<file path="src/tcirq_defines.svh">
// Constants for the trap reason and interrupt status CSR block.
`ifndef TCIRQ_DEFINES_SVH
`define TCIRQ_DEFINES_SVH
// CSR addresses of the registers held here.
`define TCIRQ_ADDR_REASON 12'h342
`define TCIRQ_ADDR_PEND 12'h344
`define TCIRQ_ADDR_NEXT 12'h345
`define TCIRQ_ADDR_LVLST 12'h346
`define TCIRQ_ADDR_VBASE 12'h307
// Pending flag positions, equal to their interrupt codes.
`define TCIRQ_PEND_SW 3
`define TCIRQ_PEND_TIMER 7
`define TCIRQ_PEND_EXT 11
// Trap reason field layout.
`define TCIRQ_RSN_IRQ 31
`define TCIRQ_RSN_HWV 30
`define TCIRQ_RSN_PRIV_HI 29
`define TCIRQ_RSN_PRIV_LO 28
`define TCIRQ_RSN_LVL_HI 27
`define TCIRQ_RSN_LVL_LO 24
`define TCIRQ_RSN_PIE 23
`define TCIRQ_RSN_CODE_HI 9
// Level status field and vector base alignment.
`define TCIRQ_LVLST_HI 15
`define TCIRQ_LVLST_LO 12
`define TCIRQ_VBASE_LO 6
// Machine status fields mirrored into the trap reason.
`define TCIRQ_MST_PIE 7
`define TCIRQ_MST_PRIV_HI 12
`define TCIRQ_MST_PRIV_LO 11
// Trap vector modes that select the local controller.
`define TCIRQ_MODE_LDIRECT 2'h2
`define TCIRQ_MODE_LVECTOR 2'h3
// Interrupt and exception code limits.
`define TCIRQ_IRQ_LSW 10'h00c
`define TCIRQ_IRQ_LOCAL_LO 10'h010
`define TCIRQ_IRQ_LOCAL_HI 10'h08f
`define TCIRQ_EXC_UCALL 10'h008
`define TCIRQ_EXC_MCALL 10'h00b
`endif

</file>
<file path="src/tcirq_pkg.sv">
// Types shared by the trap reason and interrupt status CSR block.
package tcirq_pkg;
  // CSR instruction operation kinds.
  typedef enum logic [1:0] {
    CSR_OP_NONE = 2'b00,
    CSR_OP_WRITE = 2'b01,
    CSR_OP_SET = 2'b10,
    CSR_OP_CLEAR = 2'b11
  } tcirq_op_e;
  // Hardware vectoring sequencer states.
  typedef enum logic [0:0] {
    VEC_IDLE = 1'b0,
    VEC_FETCH = 1'b1
  } tcirq_vec_e;
endpackage

</file>
<file path="src/tcirq_rst_sync.sv">
// Reset release synchroniser for the CSR block.
`timescale 1ns/1ns
module tcirq_rst_sync (
  // Clock and raw reset.
  input wire logic sys_clk,
  input wire logic rst_n,
  // Synchronised reset.
  output logic rstSync_n
);
  // Two stages; the first stage is read only by the second.
  logic [1:0] stage_r;

  // Assert at once, release after two edges so no flop sees a ragged release.
  always_ff @(posedge sys_clk or negedge rst_n) begin
    if (!rst_n) begin
      stage_r <= 2'h0;
    end else begin
      stage_r <= {stage_r[0], 1'b1};
    end
  end

  assign rstSync_n = stage_r[1];
endmodule

</file>
<file path="src/tcirq_csr_rmw.sv">
// Read-modify-write merge of a CSR instruction's operand into an old value.
`timescale 1ns/1ns
module tcirq_csr_rmw (
  // Operation and operand.
  input wire tcirq_pkg::tcirq_op_e op,
  input wire logic [31:0] operand,
  // Old and merged values.
  input wire logic [31:0] oldValue,
  output logic [31:0] newValue
);
  // Set and clear touch only the operand's one bits.
  always_comb begin
    unique case (op)
      tcirq_pkg::CSR_OP_WRITE: newValue = operand;
      tcirq_pkg::CSR_OP_SET: newValue = oldValue | operand;
      tcirq_pkg::CSR_OP_CLEAR: newValue = oldValue & ~operand;
      tcirq_pkg::CSR_OP_NONE: newValue = oldValue;
    endcase
  end
endmodule

</file>
<file path="src/tcirq_csr.sv">
// Trap reason, pending, vector base, next handler and level status CSRs.
`timescale 1ns/1ns
`include "tcirq_defines.svh"

// Functional notes
// - Pending flags at bits 3, 7, 11.
// - Pending reads zero in local-controller modes.
// - Trap taken writes its cause into reason.
// - Interrupt trap sets bit 31, interrupt number.
// - Exception trap clears bit 31, exception code.
// - Cause code bits 9:0, 22:10 reserved.
// - Local mode adds enable, level, privilege fields.
// - Bit 30 set while hardware vectoring runs.
// - Interrupt codes 3, 7, 11, 12, 16-143.
// - Exception codes 0-8 and 11 only.
// - Vector base in bits 31:6, aligned.
// - Next handler reads zero or table entry.
// - Offer only levels above saved level.
// - Writing next handler modifies machine status, level.
// - Pure read of next handler changes nothing.
// - Next handler returns pointer, not merged value.
// - Level status shows active level, bits 15:12.
// - Vectored fetch at base plus four codes.
// - Fetched address low bit cleared; flag clears in the same cycle.
// - Modes 2 and 3 select local controller.
module tcirq_csr (
  // Clock and reset.
  input wire logic sys_clk,
  input wire logic rst_n,
  // CSR instruction port.
  input wire logic csrValid,
  input wire logic [11:0] csrAddr,
  input wire tcirq_pkg::tcirq_op_e csrOp,
  input wire logic csrWrite,
  input wire logic [31:0] csrWdata,
  output logic csrRdValid,
  output logic [31:0] csrRdata,
  // Interrupt lines and mode from the rest of the core.
  input wire logic swIrq,
  input wire logic timerIrq,
  input wire logic extIrq,
  input wire logic [1:0] vecMode,
  // Best local-controller candidate.
  input wire logic localIrqValid,
  input wire logic [9:0] localIrqId,
  input wire logic [3:0] localIrqLevel,
  // Trap entry from the pipeline.
  input wire logic trapTaken,
  input wire logic trapIsIrq,
  input wire logic [9:0] trapCode,
  input wire logic [3:0] trapLevel,
  // Machine status value and its update from the next handler access.
  input wire logic [31:0] machStatus,
  output logic machStatusWr,
  output logic [31:0] machStatusData,
  // Vector table fetch.
  output logic vecFetchReq,
  output logic [31:0] vecFetchAddr,
  input wire logic vecFetchDone,
  input wire logic vecFetchErr,
  input wire logic [31:0] vecFetchData,
  // Program counter load after vectoring.
  output logic pcLoad,
  output logic [31:0] pcValue
);
  // Whole block state, registered in one place.
  typedef struct packed {
    logic irq;
    logic hwVec;
    logic [3:0] savedLvl;
    logic [9:0] code;
    logic [25:0] vbase;
    logic [3:0] lvl;
    tcirq_pkg::tcirq_vec_e vst;
    logic fetchReq;
    logic [31:0] fetchAddr;
    logic pcLoad;
    logic [31:0] pcVal;
    logic rdValid;
    logic [31:0] rdata;
    logic mstWr;
    logic [31:0] mstData;
  } tcirq_state_s;

  tcirq_state_s st_r; // Registered state.
  tcirq_state_s st_nxt; // Next state.
  logic rstSync_n; // Synchronised reset.
  logic localMode; // Local-controller mode in effect.
  logic offer; // Next handler has an interrupt to offer.
  logic [31:0] tableBase; // Vector table base as a byte address.
  logic [31:0] nextPtr; // Pointer that a next handler read returns.
  logic [31:0] reasonRd; // Trap reason as read.
  logic [31:0] pendRd; // Pending flags as read.
  logic [31:0] regRd; // Addressed register as read.
  logic [31:0] rmwOld; // Old value fed to the merge.
  logic [31:0] rmwNew; // Merged value.
  logic doWrite; // Access carries a write effect.

  // Local mode test is used for pending, reason and next handler decisions.
  function automatic logic isLocal(input logic [1:0] mode);
    isLocal = (mode == `TCIRQ_MODE_LDIRECT) || (mode == `TCIRQ_MODE_LVECTOR);
  endfunction

  // Legal codes; a written reserved code is kept out of the register.
  function automatic logic isLegalCode(input logic irq, input logic [9:0] code);
    if (irq) begin
      isLegalCode = (code == 10'(`TCIRQ_PEND_SW)) || (code == 10'(`TCIRQ_PEND_TIMER)) ||
        (code == 10'(`TCIRQ_PEND_EXT)) || (code == `TCIRQ_IRQ_LSW) ||
        ((code >= `TCIRQ_IRQ_LOCAL_LO) && (code <= `TCIRQ_IRQ_LOCAL_HI));
    end else begin
      isLegalCode = (code <= `TCIRQ_EXC_UCALL) || (code == `TCIRQ_EXC_MCALL);
    end
  endfunction

  tcirq_rst_sync u_rst (
    .sys_clk(sys_clk),
    .rst_n(rst_n),
    .rstSync_n(rstSync_n)
  );

  // The merge serves reason, vector base and the status update of the next handler.
  tcirq_csr_rmw u_rmw (
    .op(csrOp),
    .operand(csrWdata),
    .oldValue(rmwOld),
    .newValue(rmwNew)
  );

  // Read views and the next handler decision.
  always_comb begin
    localMode = isLocal(vecMode);
    tableBase = {st_r.vbase, 6'h00};
    offer = localMode && localIrqValid && (localIrqLevel > st_r.savedLvl);
    nextPtr = offer ? (tableBase + {20'h00000, localIrqId, 2'b00}) : 32'h00000000;
    pendRd = 32'h00000000;
    if (!localMode) begin
      pendRd[`TCIRQ_PEND_SW] = swIrq;
      pendRd[`TCIRQ_PEND_TIMER] = timerIrq;
      pendRd[`TCIRQ_PEND_EXT] = extIrq;
    end
    reasonRd = 32'h00000000;
    reasonRd[`TCIRQ_RSN_IRQ] = st_r.irq;
    reasonRd[`TCIRQ_RSN_CODE_HI:0] = st_r.code;
    if (localMode) begin
      // Enable and privilege mirror the machine status, so they cannot disagree.
      reasonRd[`TCIRQ_RSN_HWV] = st_r.hwVec;
      reasonRd[`TCIRQ_RSN_PRIV_HI:`TCIRQ_RSN_PRIV_LO] =
        machStatus[`TCIRQ_MST_PRIV_HI:`TCIRQ_MST_PRIV_LO];
      reasonRd[`TCIRQ_RSN_LVL_HI:`TCIRQ_RSN_LVL_LO] = st_r.savedLvl;
      reasonRd[`TCIRQ_RSN_PIE] = machStatus[`TCIRQ_MST_PIE];
    end
    unique case (csrAddr)
      `TCIRQ_ADDR_PEND: regRd = pendRd;
      `TCIRQ_ADDR_REASON: regRd = reasonRd;
      `TCIRQ_ADDR_VBASE: regRd = tableBase;
      `TCIRQ_ADDR_NEXT: regRd = nextPtr;
      `TCIRQ_ADDR_LVLST: regRd = {16'h0000, st_r.lvl, 12'h000};
      default: regRd = 32'h00000000;
    endcase
    // The next handler merges into machine status, not into its own read value.
    rmwOld = (csrAddr == `TCIRQ_ADDR_NEXT) ? machStatus : regRd;
    doWrite = csrValid && csrWrite && (csrOp != tcirq_pkg::CSR_OP_NONE);
  end

  // Next state: CSR access, trap entry, then vectoring, in rising priority.
  always_comb begin
    st_nxt = st_r;
    st_nxt.rdValid = csrValid;
    st_nxt.rdata = csrValid ? regRd : 32'h00000000;
    st_nxt.mstWr = 1'b0;
    st_nxt.pcLoad = 1'b0;
    if (doWrite) begin
      unique case (csrAddr)
        `TCIRQ_ADDR_REASON: begin
          // Reserved bits are dropped; mirrored fields live in machine status.
          st_nxt.irq = rmwNew[`TCIRQ_RSN_IRQ];
          if (isLegalCode(rmwNew[`TCIRQ_RSN_IRQ], rmwNew[`TCIRQ_RSN_CODE_HI:0])) begin
            st_nxt.code = rmwNew[`TCIRQ_RSN_CODE_HI:0];
          end
          if (localMode) begin
            st_nxt.savedLvl = rmwNew[`TCIRQ_RSN_LVL_HI:`TCIRQ_RSN_LVL_LO];
            st_nxt.hwVec = rmwNew[`TCIRQ_RSN_HWV];
          end
        end
        `TCIRQ_ADDR_VBASE: st_nxt.vbase = rmwNew[31:`TCIRQ_VBASE_LO];
        `TCIRQ_ADDR_NEXT: begin
          st_nxt.mstWr = 1'b1;
          st_nxt.mstData = rmwNew;
          if (offer) begin
            st_nxt.code = localIrqId;
            st_nxt.irq = 1'b1;
            st_nxt.lvl = localIrqLevel;
          end
        end
        default: begin
          // Pending and level status ignore writes.
          st_nxt.mstWr = 1'b0;
        end
      endcase
    end
    if (trapTaken) begin
      // A trap overrides the cause, interrupt bit and status write of a same-cycle CSR write; a vector base write still lands.
      st_nxt.irq = trapIsIrq;
      st_nxt.code = trapCode;
      st_nxt.mstWr = 1'b0;
      if (localMode) begin
        st_nxt.savedLvl = st_r.lvl;
      end
      if (trapIsIrq) begin
        st_nxt.lvl = trapLevel;
      end
      if (trapIsIrq && (vecMode == `TCIRQ_MODE_LVECTOR)) begin
        st_nxt.hwVec = 1'b1;
        st_nxt.vst = tcirq_pkg::VEC_FETCH;
        st_nxt.fetchReq = 1'b1;
        st_nxt.fetchAddr = tableBase + {20'h00000, trapCode, 2'b00};
      end
    end
    unique case (st_r.vst)
      tcirq_pkg::VEC_IDLE: begin
        // No table fetch is outstanding, so nothing waits here.
      end
      tcirq_pkg::VEC_FETCH: begin
        if (vecFetchDone) begin
          // Hardware clear of the flag wins over a software write in the same cycle.
          st_nxt.pcVal = {vecFetchData[31:1], 1'b0};
          st_nxt.pcLoad = 1'b1;
          st_nxt.hwVec = 1'b0;
          st_nxt.fetchReq = 1'b0;
          st_nxt.vst = tcirq_pkg::VEC_IDLE;
        end else if (vecFetchErr) begin
          // Flag stays set so the fault handler can resume the vectoring.
          st_nxt.fetchReq = 1'b0;
          st_nxt.vst = tcirq_pkg::VEC_IDLE;
        end
      end
    endcase
  end

  // Single state register.
  always_ff @(posedge sys_clk or negedge rstSync_n) begin
    if (!rstSync_n) begin
      st_r <= '0;
    end else begin
      st_r <= st_nxt;
    end
  end

  // Registered outputs.
  assign csrRdValid = st_r.rdValid;
  assign csrRdata = st_r.rdata;
  assign machStatusWr = st_r.mstWr;
  assign machStatusData = st_r.mstData;
  assign vecFetchReq = st_r.fetchReq;
  assign vecFetchAddr = st_r.fetchAddr;
  assign pcLoad = st_r.pcLoad;
  assign pcValue = st_r.pcVal;

  // Pending reads zero whenever a local mode is selected.
  a_pend_local_zero: assert property (
    @(posedge sys_clk) disable iff (!rstSync_n)
    (csrValid && (csrAddr == `TCIRQ_ADDR_PEND) && isLocal(vecMode)) |=>
      (csrRdValid && (csrRdata == 32'h00000000)))
    else $error("pending read not zero in local mode");

  // Interrupt trap sets the top bit and keeps the number.
  a_trap_irq_code: assert property (
    @(posedge sys_clk) disable iff (!rstSync_n)
    (trapTaken && trapIsIrq) |=> (st_r.irq && (st_r.code == $past(trapCode))))
    else $error("interrupt trap reason wrong");

  // Exception trap clears the top bit.
  a_trap_exc_bit: assert property (
    @(posedge sys_clk) disable iff (!rstSync_n)
    (trapTaken && !trapIsIrq) |=> !st_r.irq)
    else $error("exception trap left interrupt bit set");

  // Vectored trap raises the flag and fetches the right entry.
  a_vec_fetch_addr: assert property (
    @(posedge sys_clk) disable iff (!rstSync_n)
    (trapTaken && trapIsIrq && (vecMode == `TCIRQ_MODE_LVECTOR)) |=>
      (st_r.hwVec && vecFetchReq &&
       (vecFetchAddr == ({$past(st_r.vbase), 6'h00} + {20'h00000, $past(trapCode), 2'b00}))))
    else $error("vector fetch address or flag wrong");

  // Completed fetch loads an even address and drops the flag.
  a_vec_done_clear: assert property (
    @(posedge sys_clk) disable iff (!rstSync_n)
    ((st_r.vst == tcirq_pkg::VEC_FETCH) && vecFetchDone && !trapTaken) |=>
      (pcLoad && !st_r.hwVec && (pcValue == {$past(vecFetchData[31:1]), 1'b0})))
    else $error("vector completion wrong");

  // Vector base always reads aligned.
  a_vbase_aligned: assert property (
    @(posedge sys_clk) disable iff (!rstSync_n)
    (csrValid && (csrAddr == `TCIRQ_ADDR_VBASE)) |=> (csrRdata[5:0] == 6'h00))
    else $error("vector base read not aligned");

  // Nothing to offer means a zero read.
  a_next_none_zero: assert property (
    @(posedge sys_clk) disable iff (!rstSync_n)
    (csrValid && (csrAddr == `TCIRQ_ADDR_NEXT) && !offer) |=> (csrRdata == 32'h00000000))
    else $error("next handler read not zero");

  // A pure read of the next handler changes no state.
  a_next_read_only: assert property (
    @(posedge sys_clk) disable iff (!rstSync_n)
    (csrValid && (csrAddr == `TCIRQ_ADDR_NEXT) && !csrWrite && !trapTaken) |=>
      ($stable(st_r.code) && $stable(st_r.lvl) && $stable(st_r.irq) && !machStatusWr))
    else $error("next handler read changed state");

  // Level status reads the active level in its field.
  a_level_status: assert property (
    @(posedge sys_clk) disable iff (!rstSync_n)
    (csrValid && (csrAddr == `TCIRQ_ADDR_LVLST)) |=>
      (csrRdata == {16'h0000, $past(st_r.lvl), 12'h000}))
    else $error("level status read wrong");

  // Outside the local modes the pending read shows the three lines in place.
  a_pend_flag_map: assert property (
    @(posedge sys_clk) disable iff (!rstSync_n)
    (csrValid && (csrAddr == `TCIRQ_ADDR_PEND) && !isLocal(vecMode)) |=>
      (csrRdata == {20'h00000, $past(extIrq), 3'h0, $past(timerIrq), 3'h0,
                    $past(swIrq), 3'h0}))
    else $error("pending flags misplaced");

  // Reserved reason bits always read zero.
  a_reason_reserved: assert property (
    @(posedge sys_clk) disable iff (!rstSync_n)
    (csrValid && (csrAddr == `TCIRQ_ADDR_REASON)) |=> (csrRdata[22:10] == 13'h0000))
    else $error("reserved reason bits not zero");

  // The saved context and vectoring fields exist only in the local modes.
  a_reason_plain: assert property (
    @(posedge sys_clk) disable iff (!rstSync_n)
    (csrValid && (csrAddr == `TCIRQ_ADDR_REASON) && !isLocal(vecMode)) |=>
      (csrRdata[`TCIRQ_RSN_HWV:`TCIRQ_RSN_PIE] == 8'h00))
    else $error("local context fields visible outside local mode");

  // A set on the next handler merges its operand into the machine status.
  a_next_status_set: assert property (
    @(posedge sys_clk) disable iff (!rstSync_n)
    (csrValid && csrWrite && (csrOp == tcirq_pkg::CSR_OP_SET) &&
     (csrAddr == `TCIRQ_ADDR_NEXT) && !trapTaken) |=>
      (machStatusWr && (machStatusData == ($past(machStatus) | $past(csrWdata)))))
    else $error("next handler status update wrong");
endmodule

</file>
<file path="config.mk">
export PLATFORM = sky130hd
export DESIGN_NAME = tcirq_csr
export DESIGN_NICKNAME = d
export VERILOG_FILES = /design/src/tcirq_pkg.sv /design/src/tcirq_rst_sync.sv /design/src/tcirq_csr_rmw.sv /design/src/tcirq_csr.sv
export VERILOG_INCLUDE_DIRS = /design/src
export SDC_FILE = /design/constraint.sdc
export NUM_CORES = 1
export LEC_CHECK = 0
export BUFFER_PORTS_ARGS = -buffer_cell sky130_fd_sc_hd__buf_2
export CELL_PAD_IN_SITES_DETAIL_PLACEMENT = 1
export CELL_PAD_IN_SITES_GLOBAL_PLACEMENT = 1
export CORE_UTILIZATION = 30
export CTS_BUF_LIST = sky130_fd_sc_hd__clkbuf_4 sky130_fd_sc_hd__clkbuf_8
export DETAILED_ROUTE_END_ITERATION = 10
export PLACE_DENSITY_LB_ADDON = 0.25
export SLEW_MARGIN = 20
export SYNTH_ARGS = -nofsm -noshare
export SYNTH_HDL_FRONTEND = slang
export SYNTH_HIERARCHICAL = 1
export SYNTH_SLANG_ARGS = --single-unit
</file>
<file path="constraint.sdc">
create_clock -name sys_clk -period 12.7 [get_ports sys_clk]
set_clock_uncertainty 0.15 [all_clocks]
set_input_delay 2.54 -clock sys_clk [delete_from_list [all_inputs] [get_ports sys_clk]]
set_output_delay 2.54 -clock sys_clk [all_outputs]
set_load 0.01 [all_outputs]
</file>
## After elaboration in Yosys (flattened, before gate mapping)

Cells that the tools add are included.

| storage, ports and cells | value |
|---|---|
| register bits after elaboration | 180 |
| bits of input ports | 152 |
| output and inout bits | 132 |
| logic and storage cells | 103 |

| cells by class | value |
|---|---|
| $add $sub $neg | 2 |
| magnitude comparators | 4 |
| eq/ne operators | 16 |
| muxes and demuxes | 40 |
| bitwise operators | 3 |
| reductions and logical operators | 22 |

Operators with widths:

| operator | number |
|---|---|
| $pmux W32 S5 | 1 |
| $mux W32 | 4 |
| $pmux W32 S4 | 1 |
| $mux W33 | 3 |
| $add A32 B12 Y32 | 2 |
| $eq A12 B10 Y1 const B | 5 |
| $mux W46 | 1 |
| $mux W38 | 1 |
| $mux W34 | 1 |
| $and A32 B32 Y32 | 1 |
| $not A32 Y32 | 1 |
| $or A32 B32 Y32 | 1 |
| $mux W26 | 1 |
| $eq A10 B4 Y1 const B | 2 |
| $mux W10 | 2 |
| $pmux W10 S2 | 1 |
| $mux W16 | 1 |
| $mux W4 | 4 |
| $mux W1 | 12 |
| $eq A10 B2 Y1 const B | 1 |
| $eq A10 B3 Y1 const B | 1 |
| $ge A10 B5 Y1 const B | 1 |
| $le A10 B4 Y1 const B | 1 |
| $le A10 B8 Y1 const B | 1 |
| 16 further kinds | 37 |

## Logic depth before layout (Yosys ltp)

| depth | value |
|---|---|
| depth after elaboration | 25 |
| mapped depth | 14 |
| gate-level depth less buffers | 13 |

## By module

Netlist, hierarchy kept.

Modules (own cells, without submodules):

| module | times used | cells an instance | area an instance (µm²) |
|---|---|---|---|
| tcirq_csr | 1 | 954 | 9815.7 |
| tcirq_csr_rmw | 1 | 142 | 928.4 |
| tcirq_rst_sync | 1 | 3 | 53.8 |

## Least setup slack after synthesis

No wires, ideal clock.

| timing | value |
|---|---|
| path type | input port to flip-flop |
| start point | in csrAddr[11] |
| end point | reg st_r, in the netlist reasonRd[0] |
| setup time | 125 ps |
| arrival | 5458 ps |
| data required time | 12425 ps |
| slack | 6967 ps |
| stages on the path | 13 |
| buffers on the path | 2 |
| cell sequence | or4bb_1 nor4_1 buf_2 clkbuf_1 a22o_1 inv_1 a22oi_1 or3_1 a311oi_1 a21oi_1 nand3_1 a41oi_4 mux2_2 |

| on the way | value |
|---|---|
| longest elaborated chain between the ends | 15 |
| elaborated cells between the ends (all ways) | 34 |
| classes of those cells | order compare (3); eq/ne (11); mux (10); bitwise (2); reduce/logical (8) |

Ends and longest elaborated chain:

| what | RTL line | text |
|---|---|---|
| start: declaration | tcirq_csr.sv:32 | `input wire logic [11:0] csrAddr,` |
| $eq A12 B10 Y1 | tcirq_csr.sv:152 | `unique case (csrAddr)` |
| $pmux W32 S5 | tcirq_csr.sv:152 |  |
| $mux W32 (*) | tcirq_csr.sv:161 | `` rmwOld = (csrAddr == `TCIRQ_ADDR_NEXT) ? machStatus : regRd; `` |
| named net rmwOld[5] | tcirq_csr.sv:95 | `logic [31:0] rmwOld;` |
| $and A32 B32 Y32 or $or A32 B32 Y32 (tied branches) | tcirq_csr_rmw.sv:16, tcirq_csr_rmw.sv:15 |  |
| $pmux W32 S4 (*) | tcirq_csr_rmw.sv:13 | `unique case (op)` |
| named net rmwNew[5] | tcirq_csr.sv:96 | `logic [31:0] rmwNew;` |
| parallel branches: the longest is 5 deep, another holds $ge A10 B5 Y1 | -- |  |
| $mux W1 (*) | tcirq_csr.sv:106 | `if (irq) begin` |
| $mux W1 (*) | tcirq_csr.sv:173 | `unique case (csrAddr)` |
| $mux W1 (*) | tcirq_csr.sv:172 | `if (doWrite) begin` |
| $ne A3 B3 Y1 (no line) (*) | -- |  |
| $reduce_and A4 Y1 (no line) (*) | -- |  |
| end signal: assignment | tcirq_csr.sv:245 | `st_r <= st_nxt;` |
| end: declaration | tcirq_csr.sv:85 | `tcirq_state_s st_r;` |

Mark *: on every way through the listed nets, which the timed path passes. The select of a mux whose other input is x is not followed.
A chain may end at the register's enable or synchronous reset.

## Final worst setup path

| timing | value |
|---|---|
| start point | in csrAddr[11] |
| end point | reg st_r, in the netlist reasonRd[5] |

Same word-level chain as after synthesis.

==> impl_metrics.toml <==
[sta]
fmax_mhz = 161
min_period_over_period_pct = 49.0
worst_slew_pin_slew_ns = 0.865
rsz0062_at_grt = "false"
finalSetupViolations = 0
min_period_ns = 6.22
hold_viol_final = 0
setup-tns-final_ns = 0
slew_headroom_pct = 42.2
maxSlewViolCount = 0

[floorplanning]
boundaryPins = 284
num_rows = 69
start_util_pct = 30.4
die_area_sq_mm = 0.0368
die_h_um = 192
die_x_um = 192
coreArea_sq_mm = 0.0355

[status]
outcome = "completed"

[drt]
drc = 0
routedWlPerCell_um = 20.8
first_pass_iters = 5
ant_nets = 0
wl_um = 35100
viasPerCell = 4.95
vias = 8359
drt_iter0_drc = 484

[power]
p_int_uw = 928
powerDensity_mw_per_mm2 = 108
switching_share_pct = 28.3
total_power_mw = 1.30
p_seq_share_pct = 49.1
vdd_drop_max_v = 0.0000667
p_leak_nw = 5.71
pwr-share-clk_pct = 34.9
comb_power_share_pct = 15.9
switching_power_uw = 367

[synth]
synth-async-reset-ratio_pct = 100
syn-cell-area_sq_mm = 0.0108
synth_edf_count = 0
postSynthAreaPerCell_sq_um = 9.83
syn_inst = 1099
synth_flop_cell = "dfrtp_1"
synth.distinct_cells = 63
seq_area_frac_synth_pct = 41.3
yosys_warnings = 6
synth-seq-cells = 178

[cts]
cts_buffers = 17
cts_max_level = 4
ctsHoldBuffers = 0
cts_tree = "yes"
clkTransAtPathRegs_ns = 0.09
ctsResizeCount = 0
cts_sinks = 178
cts-root-buf = "clkbuf_8"
clock_path_buffers = 2
clk_latency_ns = 0.50
cts_setup_buffers = 0

[min_path]
hp-class = "reg2reg"

[global_routing]
grt.total_usage_pct = 19.6
first_global_vias = 8487
grt.overflow.total = 0
antenna_found_initial = 4
grt_max_degree = 66
grt_pass1_wl_um = 53400

[placed_design]
gp_congestion = 0.828
numPortBuffers = 279
dp_hpwl_um = 26900

[critical_path]
cp_max_fo = 10
end_kind = "flip-flop"
cp.arrival_ns = 6.46
worstSetupStartpointType = "primary input"
required_ns = 12.94
worstSetupPathType = "in2reg"

[cells_and_area]
syn_to_final_growth_pct = 11.5
drive_gt1_share_pct = 35.9
nets = 1385

[run]
drv_cap = 0
## cell type report
type | instances | area (sq um)
flip-flops and latches | 178 | 4460
inverters | 51 | 191
well taps | 461 | 577
clock buffers | 18 | 248
fillers | 4128 | 23400
repair buffers | 291 | 1490
diodes | 2 | 5.00
clock inverters | 13 | 199
multi-input cells | 676 | 4870
## metal layers
metal	wire (um)	vias up	track usage, %
li1	-	3944	-
met1	16700	4137	27.7
met2	15800	245	29.9
met3	2200	27	4.46
met4	467	6	4.98
met5	29	-	0
## worst max-delay path, cell delays in order
cell,delay (ns)
buf_2,0.10
or4bb_1,0.58
or3_1,0.42
nor4b_2,0.58
a22oi_1,0.13
nand2_1,0.18
a21o_1,0.10
inv_1,0.04
a22oi_1,0.50
a311oi_1,0.09
a21oi_1,0.15
nand3_1,0.13
a41oi_4,0.52
mux2_2,0.39
## cell usage after synthesis, drive strengths merged, types with 2 or more instances
master	count	area, sq um
or4	5	37.5
fa	2	40.0
clkbuf	41	166
mux2i	19	190
o21ai	98	490
ha	16	200
nand4	9	56.3
nand2	97	364
a22oi	48	360
and4bb	2	25.0
conb	2	7.51
a31oi	5	31.3
nor2	28	113
xnor2	54	473
a21o	4	30.0
and2	6	37.5
a32oi	3	26.3
mux2	106	1190
nor4	7	50.1
a21boi	2	15.0
dfrtp	178	4450
a22o	11	96.3
nor2b	6	37.5
a221oi	3	26.3
and4	2	17.5
a222oi	2	20.0
nand2b	5	31.3
and3	7	43.8
a21oi	42	210
o21bai	2	15.0
xor2	5	43.8
nor3	10	55.1
o211ai	6	45.0
o21a	13	97.6
or3	9	56.3
a211oi	6	50.1
buf	155	1150
o31a	7	61.3
nand3	15	75.1
inv	51	191
## registers in the layout, indices dropped and copies added (netlist names)
signal / cells
pcValue: 31
vecFetchReq: 1
csrRdata: 32
machStatusWr: 1
u_rst/stage_r: 2
csrRdValid: 1
st_r: 36
vecFetchAddr: 30
reasonRd: 11
machStatusData: 32
pcLoad: 1
## cells in the final DEF (no fill, tap or decap), types with 3 or more instances in the layout
cell type and count:
buf_4 12, nor2b_1 6, inv_1 51, a32oi_1 3, mux2_2 106, and3_1 7, o21a_1 13, dfrtp_1 177
clkinvlp_4 4, a31oi_1 5, buf_2 279, a21o_1 4, bufinv_16 4, o211ai_1 6, clkbuf_8 18, nor2_1 26
nand4_1 9, xor2_1 5, o31a_1 7, a22o_1 11, ha_1 16, a211oi_1 5, mux2i_1 19, nor3_1 9
or3_1 9, nand3_1 14, nor4_1 5, conb_1 4, a21oi_1 42, a22oi_1 48, and2_1 5, or4_1 5
nand2b_1 5, a221oi_1 3, o21ai_0 87, o21ai_1 11, nand2_1 97, xnor2_1 54
## logic make-up after synthesis
| kind of cell | Yosys count | share of synthesized area, % |
|---|---|---|
| flip-flops | 178 | 41.3 |
| AO/OA/AOI/OAI | 258 | 15.2 |
| other | 2 | 0.0696 |
| buffers and inverters | 247 | 14.0 |
| adder cells (fa/ha/maj) | 18 | 2.22 |
| XOR/XNOR | 59 | 4.79 |
| AND/OR/NAND/NOR | 212 | 9.69 |
| multiplexers | 125 | 12.8 |
## power by group through the flow
stage / registers, mW / clock network (mW) / logic [mW]
after floorplan: 0.647 / 0 / 0.163
after global placement: 0.647 / 0 / 0.205
after detailed placement: 0.649 / 0 / 0.210
after CTS: 0.638 / 0.471 / 0.210
after global routing: 0.644 / 0.490 / 0.230
final: 0.636 / 0.452 / 0.206
## metrics by stage
stage | instances | cell area (sq um) | utilization (%) | setup WS [ns] | hold slack, ns
floorplan | 1101 | 10800 | - | 6.97 | 0.181
global placement | 1657 | 11600 | 32.7 | 6.09 | 0.187
detailed placement | 1657 | 11600 | 32.7 | 6.02 | 0.197
CTS | 1688 | 12000 | 33.9 | 6.56 | 0.218
global route | 1688 | 12000 | 33.9 | 6.24 | 0.221
finish | 1690 | 12000 | 33.9 | 6.48 | 0.212
## worst paths after layout
kind | slack (ns) | depth (start not counted) | to | startpoint
min reg2reg | 0.21 | 0 | u_rst/stage_r[1] | u_rst/stage_r[0]
max | 6.48 | 14 | reasonRd[5] | csrAddr[11]
min | 0.21 | 0 | u_rst/stage_r[1] | u_rst/stage_r[0]
max reg2reg | 9.61 | 9 | reasonRd[5] | st_r[137]
max in group asynchronous | 10.63 | 1 | u_rst/stage_r[1] | rst_n
min in group asynchronous | 0.28 | 0 | vecFetchAddr[22] | u_rst/stage_r[1]
(Power assumes the default switching activity.)
